--- src/video_out_pkg.sv ---
package video_out_pkg;

   // ==========================================================
   // register map
   localparam logic [11:0] CTRL_OFFSET   = 12'h000;
   localparam logic [11:0] STATUS_OFFSET = 12'h004;

   // ==========================================================
   // control word field positions
   localparam int CLK_SRC_LSB     = 28;
   localparam int IN_DIV_LSB      = 25;
   localparam int FB_DIV_LSB      = 22;
   localparam int CLK_DRIVE_BIT   = 21;
   localparam int SYNC_MASTER_BIT = 20;
   localparam int LINE_POL_BIT    = 19;
   localparam int FRAME_POL_BIT   = 18;
   localparam int OVERLAY_BIT     = 17;
   localparam int MODE_LSB        = 14;
   localparam int REL1_BIT        = 13;
   localparam int REL2_BIT        = 12;
   localparam int BW_CLR_BIT      = 11;
   localparam int UNDERRUN_FLAG_CLR_BIT    = 10;
   localparam int ENABLE_BIT      = 0;

   // status word field positions
   localparam int ST_DRAINED1_BIT = 0;
   localparam int ST_DRAINED2_BIT = 1;
   localparam int ST_BW_ERR_BIT   = 2;
   localparam int ST_UNDERRUN_FLAG_BIT     = 3;
   localparam int ST_ACTIVE2_BIT  = 4;

   // ==========================================================
   // reset values
   localparam logic [1:0]  CLK_SRC_RESET  = 2'h3;
   localparam logic [2:0]  IN_DIV_RESET   = 3'h1;
   localparam logic [2:0]  FB_DIV_RESET   = 3'h1;
   localparam logic [31:0] CTRL_RESET     = 32'h3240_0000;

   // ==========================================================
   // clock source codes
   typedef enum logic [1:0] {
      SRC_PLL_VCO = 2'b00,
      SRC_FB_DIV  = 2'b01,
      SRC_IN_DIV  = 2'b10,
      SRC_SYNTH   = 2'b11
   } clk_src_t;

   // major modes; codes with the top bit clear are refresh modes
   typedef enum logic [2:0] {
      MODE_REFRESH_A = 3'b000,
      MODE_REFRESH_B = 3'b001,
      MODE_REFRESH_C = 3'b010,
      MODE_REFRESH_D = 3'b011,
      MODE_MESSAGE   = 3'b100,
      MODE_STREAM    = 3'b101
   } mode_t;

   // settings handed to the pll macro
   typedef struct packed {
      clk_src_t   src;
      logic [3:0] in_ratio;
      logic [3:0] fb_ratio;
   } pll_cfg_t;

   // driven half of a two-way pin
   typedef struct packed {
      logic o;
      logic oe_n;
   } pin_out_t;

endpackage

--- src/video_out_control_fields.sv ---
`timescale 1ns/1ps
`default_nettype none
// How it works
// - clock source code picks pixel clock origin
// - source field resets to synthesizer bypass
// - input divider ratio is value plus one
// - feedback divider ratio is value plus one
// - drive enable set drives pixel clock out
// - drive enable clear takes external clock
// - sync master drives both sync pins
// - without sync master frame pin is input
// - frame polarity picks falling or rising edge
// - line polarity bit stored, no function
// - overlay acts only in refresh modes
// - mode field selects major mode
// - buffer release clears drained, enables buffer
// - stream enable releases both buffers
// - message enable releases only buffer one
// - error clear bits drop matching flags
// - stream underrun keeps previous buffer
module video_out_control_fields
   import video_out_pkg::*;
(
   input  wire logic                    pclk,
   input  wire logic                    presetn,
   input  wire logic                    psel,
   input  wire logic                    penable,
   input  wire logic                    pwrite,
   input  wire logic [11:0]             paddr,
   input  wire logic [31:0]             pwdata,
   output logic      [31:0]             prdata,
   output logic                         pready,
   output logic                         pslverr,
   input  wire logic                    pll_vco_clk,
   input  wire logic                    pll_fb_div_clk,
   input  wire logic                    pll_in_div_clk,
   input  wire logic                    synth_clk,
   output video_out_pkg::pll_cfg_t      pll_cfg,
   input  wire logic                    pixel_clock_i,
   output video_out_pkg::pin_out_t      pixel_clock_pin,
   output logic                         unit_clock,
   input  wire logic                    line_sync_i,
   output video_out_pkg::pin_out_t      line_sync_pin,
   input  wire logic                    frame_sync_i,
   output video_out_pkg::pin_out_t      frame_sync_pin,
   input  wire logic                    line_timing,
   input  wire logic                    frame_timing,
   input  wire logic                    msg_start,
   input  wire logic                    msg_end,
   output logic                         frame_ref_pulse,
   output logic                         overlay_active,
   output video_out_pkg::mode_t         mode,
   output logic                         unit_enable,
   input  wire logic                    buffer_done,
   input  wire logic                    bandwidth_error_evt,
   input  wire logic                    refresh_underrun_evt,
   output logic      [1:0]              buffer_ready,
   output logic                         second_buffer_active
);
   import video_out_pkg::*;

   // ==========================================================
   // bus decode
   logic        wr_en;
   logic        ctrl_sel;
   logic        stat_sel;
   logic        ctrl_wr;
   logic [31:0] prdata_d;

   assign ctrl_sel = (paddr == CTRL_OFFSET);
   assign stat_sel = (paddr == STATUS_OFFSET);
   assign wr_en    = psel & penable & pwrite;
   assign ctrl_wr  = wr_en & ctrl_sel;
   // status is read-only: a write there is taken and ignored
   // zero wait states; unmapped addresses answer with an error
   assign pready   = 1'b1;
   assign pslverr  = psel & penable & ~(ctrl_sel | stat_sel);

   // ==========================================================
   // stored control fields
   clk_src_t   clk_src_q;
   logic [2:0] in_div_q;
   logic [2:0] fb_div_q;
   logic       drive_q;
   logic       sync_master_q;
   logic       line_pol_q;
   logic       frame_pol_q;
   logic       overlay_q;
   mode_t      mode_q;
   logic       enable_q;

   // the whole word is taken on each write; software writes back the rest
   // reset to bypass
   always_ff @(posedge pclk or negedge presetn) begin
      if (!presetn) begin
         clk_src_q     <= SRC_SYNTH;
         in_div_q      <= IN_DIV_RESET;
         fb_div_q      <= FB_DIV_RESET;
         drive_q       <= 1'b0;
         sync_master_q <= 1'b0;
         line_pol_q    <= 1'b0;
         frame_pol_q   <= 1'b0;
         overlay_q     <= 1'b0;
         mode_q        <= MODE_REFRESH_A;
         enable_q      <= 1'b0;
      end else if (ctrl_wr) begin
         clk_src_q     <= clk_src_t'(pwdata[CLK_SRC_LSB +: 2]);
         in_div_q      <= pwdata[IN_DIV_LSB +: 3];
         fb_div_q      <= pwdata[FB_DIV_LSB +: 3];
         drive_q       <= pwdata[CLK_DRIVE_BIT];
         sync_master_q <= pwdata[SYNC_MASTER_BIT];
         line_pol_q    <= pwdata[LINE_POL_BIT];
         frame_pol_q   <= pwdata[FRAME_POL_BIT];
         overlay_q     <= pwdata[OVERLAY_BIT];
         mode_q        <= mode_t'(pwdata[MODE_LSB +: 3]);
         enable_q      <= pwdata[ENABLE_BIT];
      end
   end

   // codes 6 and 7 are neither refresh nor transfer: the unit idles
   logic is_refresh;
   logic is_stream;
   logic is_message;
   assign is_refresh = ~mode_q[2];
   assign is_stream  = (mode_q == MODE_STREAM);
   assign is_message = (mode_q == MODE_MESSAGE);

   // ==========================================================
   // write-one actions; these are pulses, never stored
   // they act through the flags below and leave nothing to read back
   logic rel1;
   logic rel2;
   logic bw_clr;
   logic underrun_flag_clr;
   logic en_wr1;

   // enable doubles as a release in the transfer modes
   assign en_wr1   = ctrl_wr & pwdata[ENABLE_BIT];
   assign rel1     = (is_stream | is_message) &
                     ((ctrl_wr & pwdata[REL1_BIT]) | en_wr1);
   assign rel2     = is_stream &
                     ((ctrl_wr & pwdata[REL2_BIT]) | en_wr1);
   assign bw_clr   = ctrl_wr & pwdata[BW_CLR_BIT];
   assign underrun_flag_clr = ctrl_wr & pwdata[UNDERRUN_FLAG_CLR_BIT];

   // ==========================================================
   // buffer bookkeeping
   logic drained1_q;
   logic drained2_q;
   logic active2_q;
   logic bw_err_q;
   logic underrun_flag_q;
   logic done_evt;
   logic next_ok;
   logic stream_underrun_flag;

   // a finish outside the transfer modes is dropped, so a stray pulse
   // during refresh cannot drain a buffer
   assign done_evt    = buffer_done & (is_stream | is_message);
   // only buffer one is used for messages
   // in stream mode the next buffer is the one not active
   assign next_ok     = is_stream &
                        (active2_q ? ~drained1_q : ~drained2_q);
   assign stream_underrun_flag = buffer_done & is_stream & ~next_ok;

   // drained flags; a finish in the release cycle wins
   always_ff @(posedge pclk or negedge presetn) begin
      if (!presetn) begin
         drained1_q <= 1'b1;
         drained2_q <= 1'b1;
      end else begin
         if (done_evt & ~active2_q)
            drained1_q <= 1'b1;
         else if (rel1)
            drained1_q <= 1'b0;
         if (done_evt & active2_q)
            drained2_q <= 1'b1;
         else if (rel2)
            drained2_q <= 1'b0;
      end
   end

   // leaving stream mode restarts on buffer one
   // switch only when next is released
   always_ff @(posedge pclk or negedge presetn) begin
      if (!presetn) begin
         active2_q <= 1'b0;
      end else if (!is_stream) begin
         active2_q <= 1'b0;
      end else if (buffer_done && next_ok) begin
         active2_q <= ~active2_q;
      end
   end

   // an event landing with the clear must not be lost
   // error flags; new event beats the clear
   always_ff @(posedge pclk or negedge presetn) begin
      if (!presetn) begin
         bw_err_q <= 1'b0;
         underrun_flag_q   <= 1'b0;
      end else begin
         if (bandwidth_error_evt)
            bw_err_q <= 1'b1;
         else if (bw_clr)
            bw_err_q <= 1'b0;
         if (stream_underrun_flag | (refresh_underrun_evt & is_refresh))
            underrun_flag_q <= 1'b1;
         else if (underrun_flag_clr)
            underrun_flag_q <= 1'b0;
      end
   end

   // ==========================================================
   // read data
   always_comb begin
      prdata_d = 32'h0000_0000;
      if (ctrl_sel) begin
         prdata_d[CLK_SRC_LSB +: 2] = clk_src_q;
         prdata_d[IN_DIV_LSB +: 3]  = in_div_q;
         prdata_d[FB_DIV_LSB +: 3]  = fb_div_q;
         prdata_d[CLK_DRIVE_BIT]    = drive_q;
         prdata_d[SYNC_MASTER_BIT]  = sync_master_q;
         prdata_d[LINE_POL_BIT]     = line_pol_q;
         prdata_d[FRAME_POL_BIT]    = frame_pol_q;
         prdata_d[OVERLAY_BIT]      = overlay_q;
         prdata_d[MODE_LSB +: 3]    = mode_q;
         prdata_d[ENABLE_BIT]       = enable_q;
      end else if (stat_sel) begin
         prdata_d[ST_DRAINED1_BIT]  = drained1_q;
         prdata_d[ST_DRAINED2_BIT]  = drained2_q;
         prdata_d[ST_BW_ERR_BIT]    = bw_err_q;
         prdata_d[ST_UNDERRUN_FLAG_BIT]      = underrun_flag_q;
         prdata_d[ST_ACTIVE2_BIT]   = active2_q;
      end
   end
   // gated by psel so the bus idles at zero between reads
   assign prdata = (psel & ~pwrite) ? prdata_d : 32'h0000_0000;

   // ==========================================================
   // pixel clock routing
   // unit_clock is the chosen source with drive set, or pixel_clock_i with drive clear, sampled on pclk; a limitation:
   // a source above half the pclk rate will alias
   logic src_sel;
   always_comb begin
      case (clk_src_q)
         SRC_PLL_VCO: src_sel = pll_vco_clk;
         SRC_FB_DIV:  src_sel = pll_fb_div_clk;
         SRC_IN_DIV:  src_sel = pll_in_div_clk;
         SRC_SYNTH:   src_sel = synth_clk;
         default:     src_sel = synth_clk;
      endcase
   end

   always_ff @(posedge pclk or negedge presetn) begin
      if (!presetn) begin
         pll_cfg         <= '{SRC_SYNTH, 4'h0, 4'h0};
         pixel_clock_pin <= '{1'b0, 1'b1};
         unit_clock      <= 1'b0;
      end else begin
         // registered: the pll sees one clean update per write
         pll_cfg.src      <= clk_src_q;
         pll_cfg.in_ratio <= {1'b0, in_div_q} + 4'h1;
         pll_cfg.fb_ratio <= {1'b0, fb_div_q} + 4'h1;
         pixel_clock_pin  <= '{src_sel, ~drive_q};
         unit_clock       <= drive_q ? src_sel : pixel_clock_i;
      end
   end

   // ==========================================================
   // sync pins and frame reference
   logic frame_in_q;
   logic frame_edge;
   // the first sample after reset only primes the history, so a pin
   // that idles high cannot fake a rising edge
   logic frame_primed_q;
   assign frame_edge = frame_pol_q ? (frame_sync_i & ~frame_in_q)
                                   : (~frame_sync_i & frame_in_q);

   always_ff @(posedge pclk or negedge presetn) begin
      if (!presetn) begin
         frame_in_q      <= 1'b0;
         frame_primed_q  <= 1'b0;
         frame_ref_pulse <= 1'b0;
         // pins leave reset as inputs: the far side may be driving
         line_sync_pin   <= '{1'b0, 1'b1};
         frame_sync_pin  <= '{1'b0, 1'b1};
      end else begin
         frame_in_q      <= frame_sync_i;
         frame_primed_q  <= 1'b1;
         frame_ref_pulse <= frame_edge & frame_primed_q & ~sync_master_q &
                            is_refresh;
         // in transfer modes the same pins carry message start and end
         // timing when master
         line_sync_pin   <= '{is_refresh ? line_timing : msg_start,
                              ~sync_master_q};
         frame_sync_pin  <= '{is_refresh ? frame_timing : msg_end,
                              ~sync_master_q};
      end
   end

   // ==========================================================
   // mode outputs
   // all mode outputs except second_buffer_active move together one edge after the write
   always_ff @(posedge pclk or negedge presetn) begin
      if (!presetn) begin
         overlay_active       <= 1'b0;
         mode                 <= MODE_REFRESH_A;
         unit_enable          <= 1'b0;
         buffer_ready         <= 2'b00;
         second_buffer_active <= 1'b0;
      end else begin
         overlay_active       <= overlay_q & is_refresh;
         mode                 <= mode_q;
         unit_enable          <= enable_q;
         buffer_ready         <= {~drained2_q, ~drained1_q};
         second_buffer_active <= active2_q;
      end
   end

   // line_sync_i is sampled by nobody: the first pin's input side has
   // no function while it is not driven
   logic unused_in;
   assign unused_in = line_sync_i & line_pol_q;

endmodule
`default_nettype wire

--- config.mk ---
export PLATFORM = sky130hd
export DESIGN_NAME = video_out_control_fields
export DESIGN_NICKNAME = d
export VERILOG_FILES = /design/src/video_out_pkg.sv /design/src/video_out_control_fields.sv
export SDC_FILE = /design/constraint.sdc
export NUM_CORES = 1
export LEC_CHECK = 0
export BUFFER_PORTS_ARGS = -buffer_cell sky130_fd_sc_hd__buf_4
export CAP_MARGIN = 20
export CORE_AREA = 2 2 84 62
export CTS_CLUSTER_SIZE = 8
export DETAILED_ROUTE_END_ITERATION = 10
export DIE_AREA = 0 0 86 64
export PLACE_DENSITY = 0.79
export SKIP_LAST_GASP = 1
export SLEW_MARGIN = 20
export SYNTH_ARGS = -nofsm -noshare
export SYNTH_HDL_FRONTEND = slang
export SYNTH_SLANG_ARGS = --single-unit
--- constraint.sdc ---
create_clock -name pclk -period 2.55 [get_ports pclk]
set_clock_uncertainty 0.05 [all_clocks]
set_input_delay 0.255 -clock pclk [delete_from_list [all_inputs] [get_ports pclk]]
set_output_delay 0.255 -clock pclk [all_outputs]
set_load 0.01 [all_outputs]
# Word-level counts from Yosys, hierarchy flattened
# Index checks and enable logic that the tools add are counted.
dict set report word_totals {
  output_inout_bits 60
  in_bits 63
  elab_cells 110
  reg_bits 49
}
dict set report op_classes {
  n_addsub 2
  bitwise 41
  n_eq_ne 7
  muxes 21
  n_reduce_logical 7
}
# op n
set op_table {}
lappend op_table {{2-to-1 mux 30 bit} 1}
lappend op_table {{AND 1 bit} 25}
lappend op_table {{2-to-1 mux 1 bit} 16}
lappend op_table {{2-to-1 mux 16 bit} 1}
lappend op_table {{equality test 12 x 3 -> 1 bit (second input constant)} 1}
lappend op_table {{zero test 12 bit} 1}
lappend op_table {{inverter 1 bit} 11}
lappend op_table {{adder 3 x 1 -> 4 bit (second input constant)} 2}
lappend op_table {{nonzero test 2 bit} 4}
lappend op_table {{equality test 3 bit (second input constant)} 2}
lappend op_table {{2-to-1 mux 5 bit} 1}
lappend op_table {{bitwise OR 1 bit} 5}
lappend op_table {{equality test 2 bit (second input constant)} 2}
lappend op_table {{2-to-1 mux 4 bit} 1}
lappend op_table {{case mux 1 bit (4 select lines)} 1}
lappend op_table {{equality test 2 x 1 -> 1 bit (second input constant)} 1}
lappend op_table {{zero test 2 bit} 1}
lappend op_table {{inequality test 2 x 1 -> 1 bit (second input constant)} 1}
lappend op_table {{logical AND 1 bit} 1}

# Depth between registers and ports, before layout
dict set report logic_depth {
  ltp_word 8
  depth_mapped 4
  ltp_nobuf 3
}

# Worst setup path after synthesis
# OpenSTA, ideal clock, no wires.
dict set report synth_timing {
  path_kind {input -> output}
  start {in paddr[3]}
  end {out prdata[19]}
  n_path_buf 1
  t_required_ns 2.245
  setup_slack_ns 0.670
  path_stages 4
  arrival_time_ns 1.575
  path_cell_list {or4_4 -> nor4_4 -> clkbuf_2 -> and2_1}
}
dict set report synth_between {
  elab_chain_len 3
}
# item line
set synth_lines {}
lappend synth_lines {{start, declared} video_out_control_fields.sv:29} ;# input wire logic [11:0] paddr,
lappend synth_lines {{zero test 12 bit} video_out_control_fields.sv:70} ;# assign ctrl_sel = (paddr == CTRL_OFFSET);
lappend synth_lines {{2-to-1 mux 16 bit} video_out_control_fields.sv:217} ;# if (ctrl_sel) begin
lappend synth_lines {{2-to-1 mux 30 bit} video_out_control_fields.sv:237} ;# assign prdata = (psel & ~pwrite) ? prdata_d : 32'h0000_0000;
lappend synth_lines {{end, declared} video_out_control_fields.sv:31} ;# output logic [31:0] prdata,
# No other way between the ends.

# Final worst setup path
dict set report layout_timing {
  start {in paddr[3]}
  end {out prdata[0]}
}
dict set report layout_between {
  elab_chain_len 4
  word_cells_on_any_way 5
  classes_between {eq/ne: 1; mux: 3; reduce/logical: 1}
}
# item line
set layout_lines {}
lappend layout_lines {{equality test 12 x 3 -> 1 bit} video_out_control_fields.sv:71} ;# assign stat_sel = (paddr == STATUS_OFFSET);
lappend layout_lines {{2-to-1 mux 5 bit} video_out_control_fields.sv:228} ;# end else if (stat_sel) begin
lappend layout_lines {{2-to-1 mux 1 bit (*)} video_out_control_fields.sv:217}
lappend layout_lines {{2-to-1 mux 30 bit (*)} video_out_control_fields.sv:237}
# Every way passes the cells marked *; elsewhere a longest branch is shown, timed or not.

==> impl_metrics.py <==
metrics = {
    "place": {
        "placed_cell_area_um2": 2867,
        "place.gp.congestion": 0.7014,
        "io_buffers": 98,
        "dp.cells": 311,
        "dp_hpwl_mm": 3.381,
    },
    "critical_path": {
        "cp_max_fo": 17,
        "start_kind": "primary input",
        "cp.required_ns": 2.25,
        "crit_type": "in -> out",
        "cp-end-kind": "primary output",
        "critPathArrivalTime_ns": 1.75,
    },
    "logic_synthesis": {
        "ys_types": 38,
        "ys_async_sr_fraction_pct": 100.0,
        "synthCells": 159,
        "synth-seq-cells": 49,
        "seq_area_frac_synth_pct": 58.30,
        "synth_edf_count": 0,
        "avgSynthCellArea_um2": 13.36,
        "synthFlopType": "dfrtp_1",
        "synth_area_um2": 2125,
        "yosys_warnings": 0,
    },
    "cells_and_area": {
        "fin_cells": 320,
        "drive_above_1_share_pct": 55.89,
        "antenna_cells": 0,
        "area_delta_synth_final_pct": 40.70,
        "fin_nets": 327,
        "final_util_pct": 64.27,
        "design_area_um2": 2989,
    },
    "grt": {
        "grt.met3_usage_pct": 4.910,
        "grt_pass1_wl_mm": 7.493,
        "grt.met2_usage_pct": 29.75,
        "grt_overflow_total": 0,
        "grt_max_degree": 50,
        "grtUsageTotal_pct": 17.63,
        "grt-busiest-layer": "met2",
        "grt_pass1_vias": 1565,
        "antenna_found_initial": 0,
        "grt.met1_usage_pct": 22.33,
    },
    "clock_network": {
        "numClockSinks": 49,
        "cts.htree.levels": 2,
        "cts_buffer_depth": 2,
        "numCtsBuffers": 5,
        "clk_latency_ns": 0.29,
        "holdBufCountCts": 1,
        "post_cts_buffers": 0,
        "cts-root-buf": "clkbuf_8",
        "cts_resized": 0,
        "path_clk_slew_ns": 0.08,
        "cts_tree": "built",
    },
    "run_status": {
        "outcome": "finished, final reports clean",
    },
    "power": {
        "vdd_drop_max_mv": 0.3339,
        "p_per_area_nw_per_um2": 485.2,
        "p_total_mw": 1.450,
        "p_leak_nw": 1.570,
    },
    "die": {
        "io_pins": 123,
        "row_count": 21,
        "core_um2": 4651,
        "initial_utilization_pct": 45.68,
        "die_w_um": 86,
        "die_area_um2": 5504,
        "die_height_um": 64,
    },
    "sta": {
        "finalSetupViolCount": 0,
        "tns_ns": 0,
        "rsz0062_at_grt": "false",
        "fin_crit_sh_pct": 80.48,
        "worstMarginPinSlew_ns": 0.5941,
        "fmax_mhz": 487.3,
        "worst_slew_margin_rel_pct": 60.39,
        "slew_violations": 0,
        "final.min_clock_period_ns": 2.052,
        "finalHoldViolations": 0,
    },
    "drt": {
        "drt_iter0_drc": 57,
        "routed_wirelength_mm": 4.498,
        "drc": 0,
        "vias": 1522,
        "wl_per_cell_um": 14.06,
        "dr.pass1.iters": 4,
        "vias_per_cell": 4.756,
        "ant_nets": 0,
    },
    "hold_path": {
        "hp-class": "in -> reg",
    },
    "run": {
        "maxCapViolCount": 0,
    },
}
[through the flow]
step           setup slack (ns)  hold WS [ns]
5_1_grt                  0.3636       0.01975
3_3_place_gp             0.4536        0.2485
3_5_place_dp             0.4437        0.2543
2_1_floorplan            0.6698      -0.09059
6_report                 0.4979       0.03440
4_1_cts                  0.4881       0.02959
[metal layers]
layer | vias to the layer above | routed length [um]
li1 | 724 | -
met1 | 739 | 1925
met2 | 55 | 2233
met3 | 4 | 303
met4 | 0 | 36
met5 | - | 0
[power by group]
part           internal, mW  switching, mW
logic                0.0649         0.0485
clock network         0.294          0.257
registers             0.783        0.00252
total                  1.14          0.308
[cell families after synthesis]
family,share of synthesized area (%)
and+or+nand+nor,15.72
DFF,58.30
xor gates and xnor gates,0.8247
muxes,12.13
AOI/OAI and AO/OA,4.005
buffers and inverters,7.479
other,0.3535
adders and majority gates,1.178
[cell type report]
| class | count | area, um2 |
|---|---|---|
| well taps | 57 | 71.32 |
| multi-input cells | 96 | 768.2 |
| flip-flops and latches | 49 | 1239 |
| inverters | 8 | 30.03 |
| clock buffers | 5 | 68.82 |
| repair buffers | 102 | 768.2 |
| clock inverters | 3 | 43.79 |
| fillers | 394 | 1662 |
[critical path, stage by stage]
cell and delay, ns:
buf_4 0.12, or4_4 0.56, nor4_4 0.28, buf_4 0.25, a22o_1 0.16, buf_4 0.11
[flip-flops by register name (all words and copies together) (netlist names), 2 cells and up]
signal,cells
fb_div_q,3
mode,3
pll_cfg,10
pixel_clock_pin,2
clk_src_q,2
in_div_q,3
mode_q,3
buffer_ready,2
frame_sync_pin,2
[synth_stat cells, drive strengths merged, types with 2 or more instances]
library cell,n,area [um2]
xor2,2,17.52
dfrtp,39,975.9
o21ai,3,15.01
inv,8,30.03
nand2b,3,18.77
nand4b,2,17.52
mux2,20,225.2
nor4,3,48.80
nor2,4,15.01
and3,2,12.51
clkbuf,2,8.750
ha,2,25.02
dfstp,10,262.8
a21oi,2,10.01
buf,15,120.1
o211ai,2,15.01
and2,20,125.1
conb,2,7.510
or4,3,33.78
[path summary, 6_finish.rpt]
| path | slack, ns | to | cells past startpoint | from |
|---|---|---|---|---|
| min reg2reg | 0.34 | pll_cfg[9]$_DFF_PN1_ | 0 | clk_src_q[1]$_DFFE_PN1P_ |
| max in group asynchronous | 1.59 | frame_pol_q$_DFFE_PN0P_ | 2 | presetn |
| min | 0.03 | frame_in_q$_DFF_PN0_ | 1 | frame_sync_i |
| min in group asynchronous | 0.46 | second_buffer_active$_DFF_PN0_ | 2 | presetn |
| max reg2reg | 1.02 | unit_clock$_DFF_PN0_ | 2 | clk_src_q[0]$_DFFE_PN1P_ |
| max | 0.50 | prdata[0] | 6 | paddr[3] |
[layout by cell type, fill, tap and decap left out, drive strengths merged, types with 3 or more instances in the layout]
cell	count
dfstp	10
clkbuf	5
dfrtp	39
o21ai	3
conb	13
nor2	4
buf	101
nor4	3
inv	9
or4	3
nand2b	3
and2	20
mux2	20
Power figures use the tool's default switching activity.
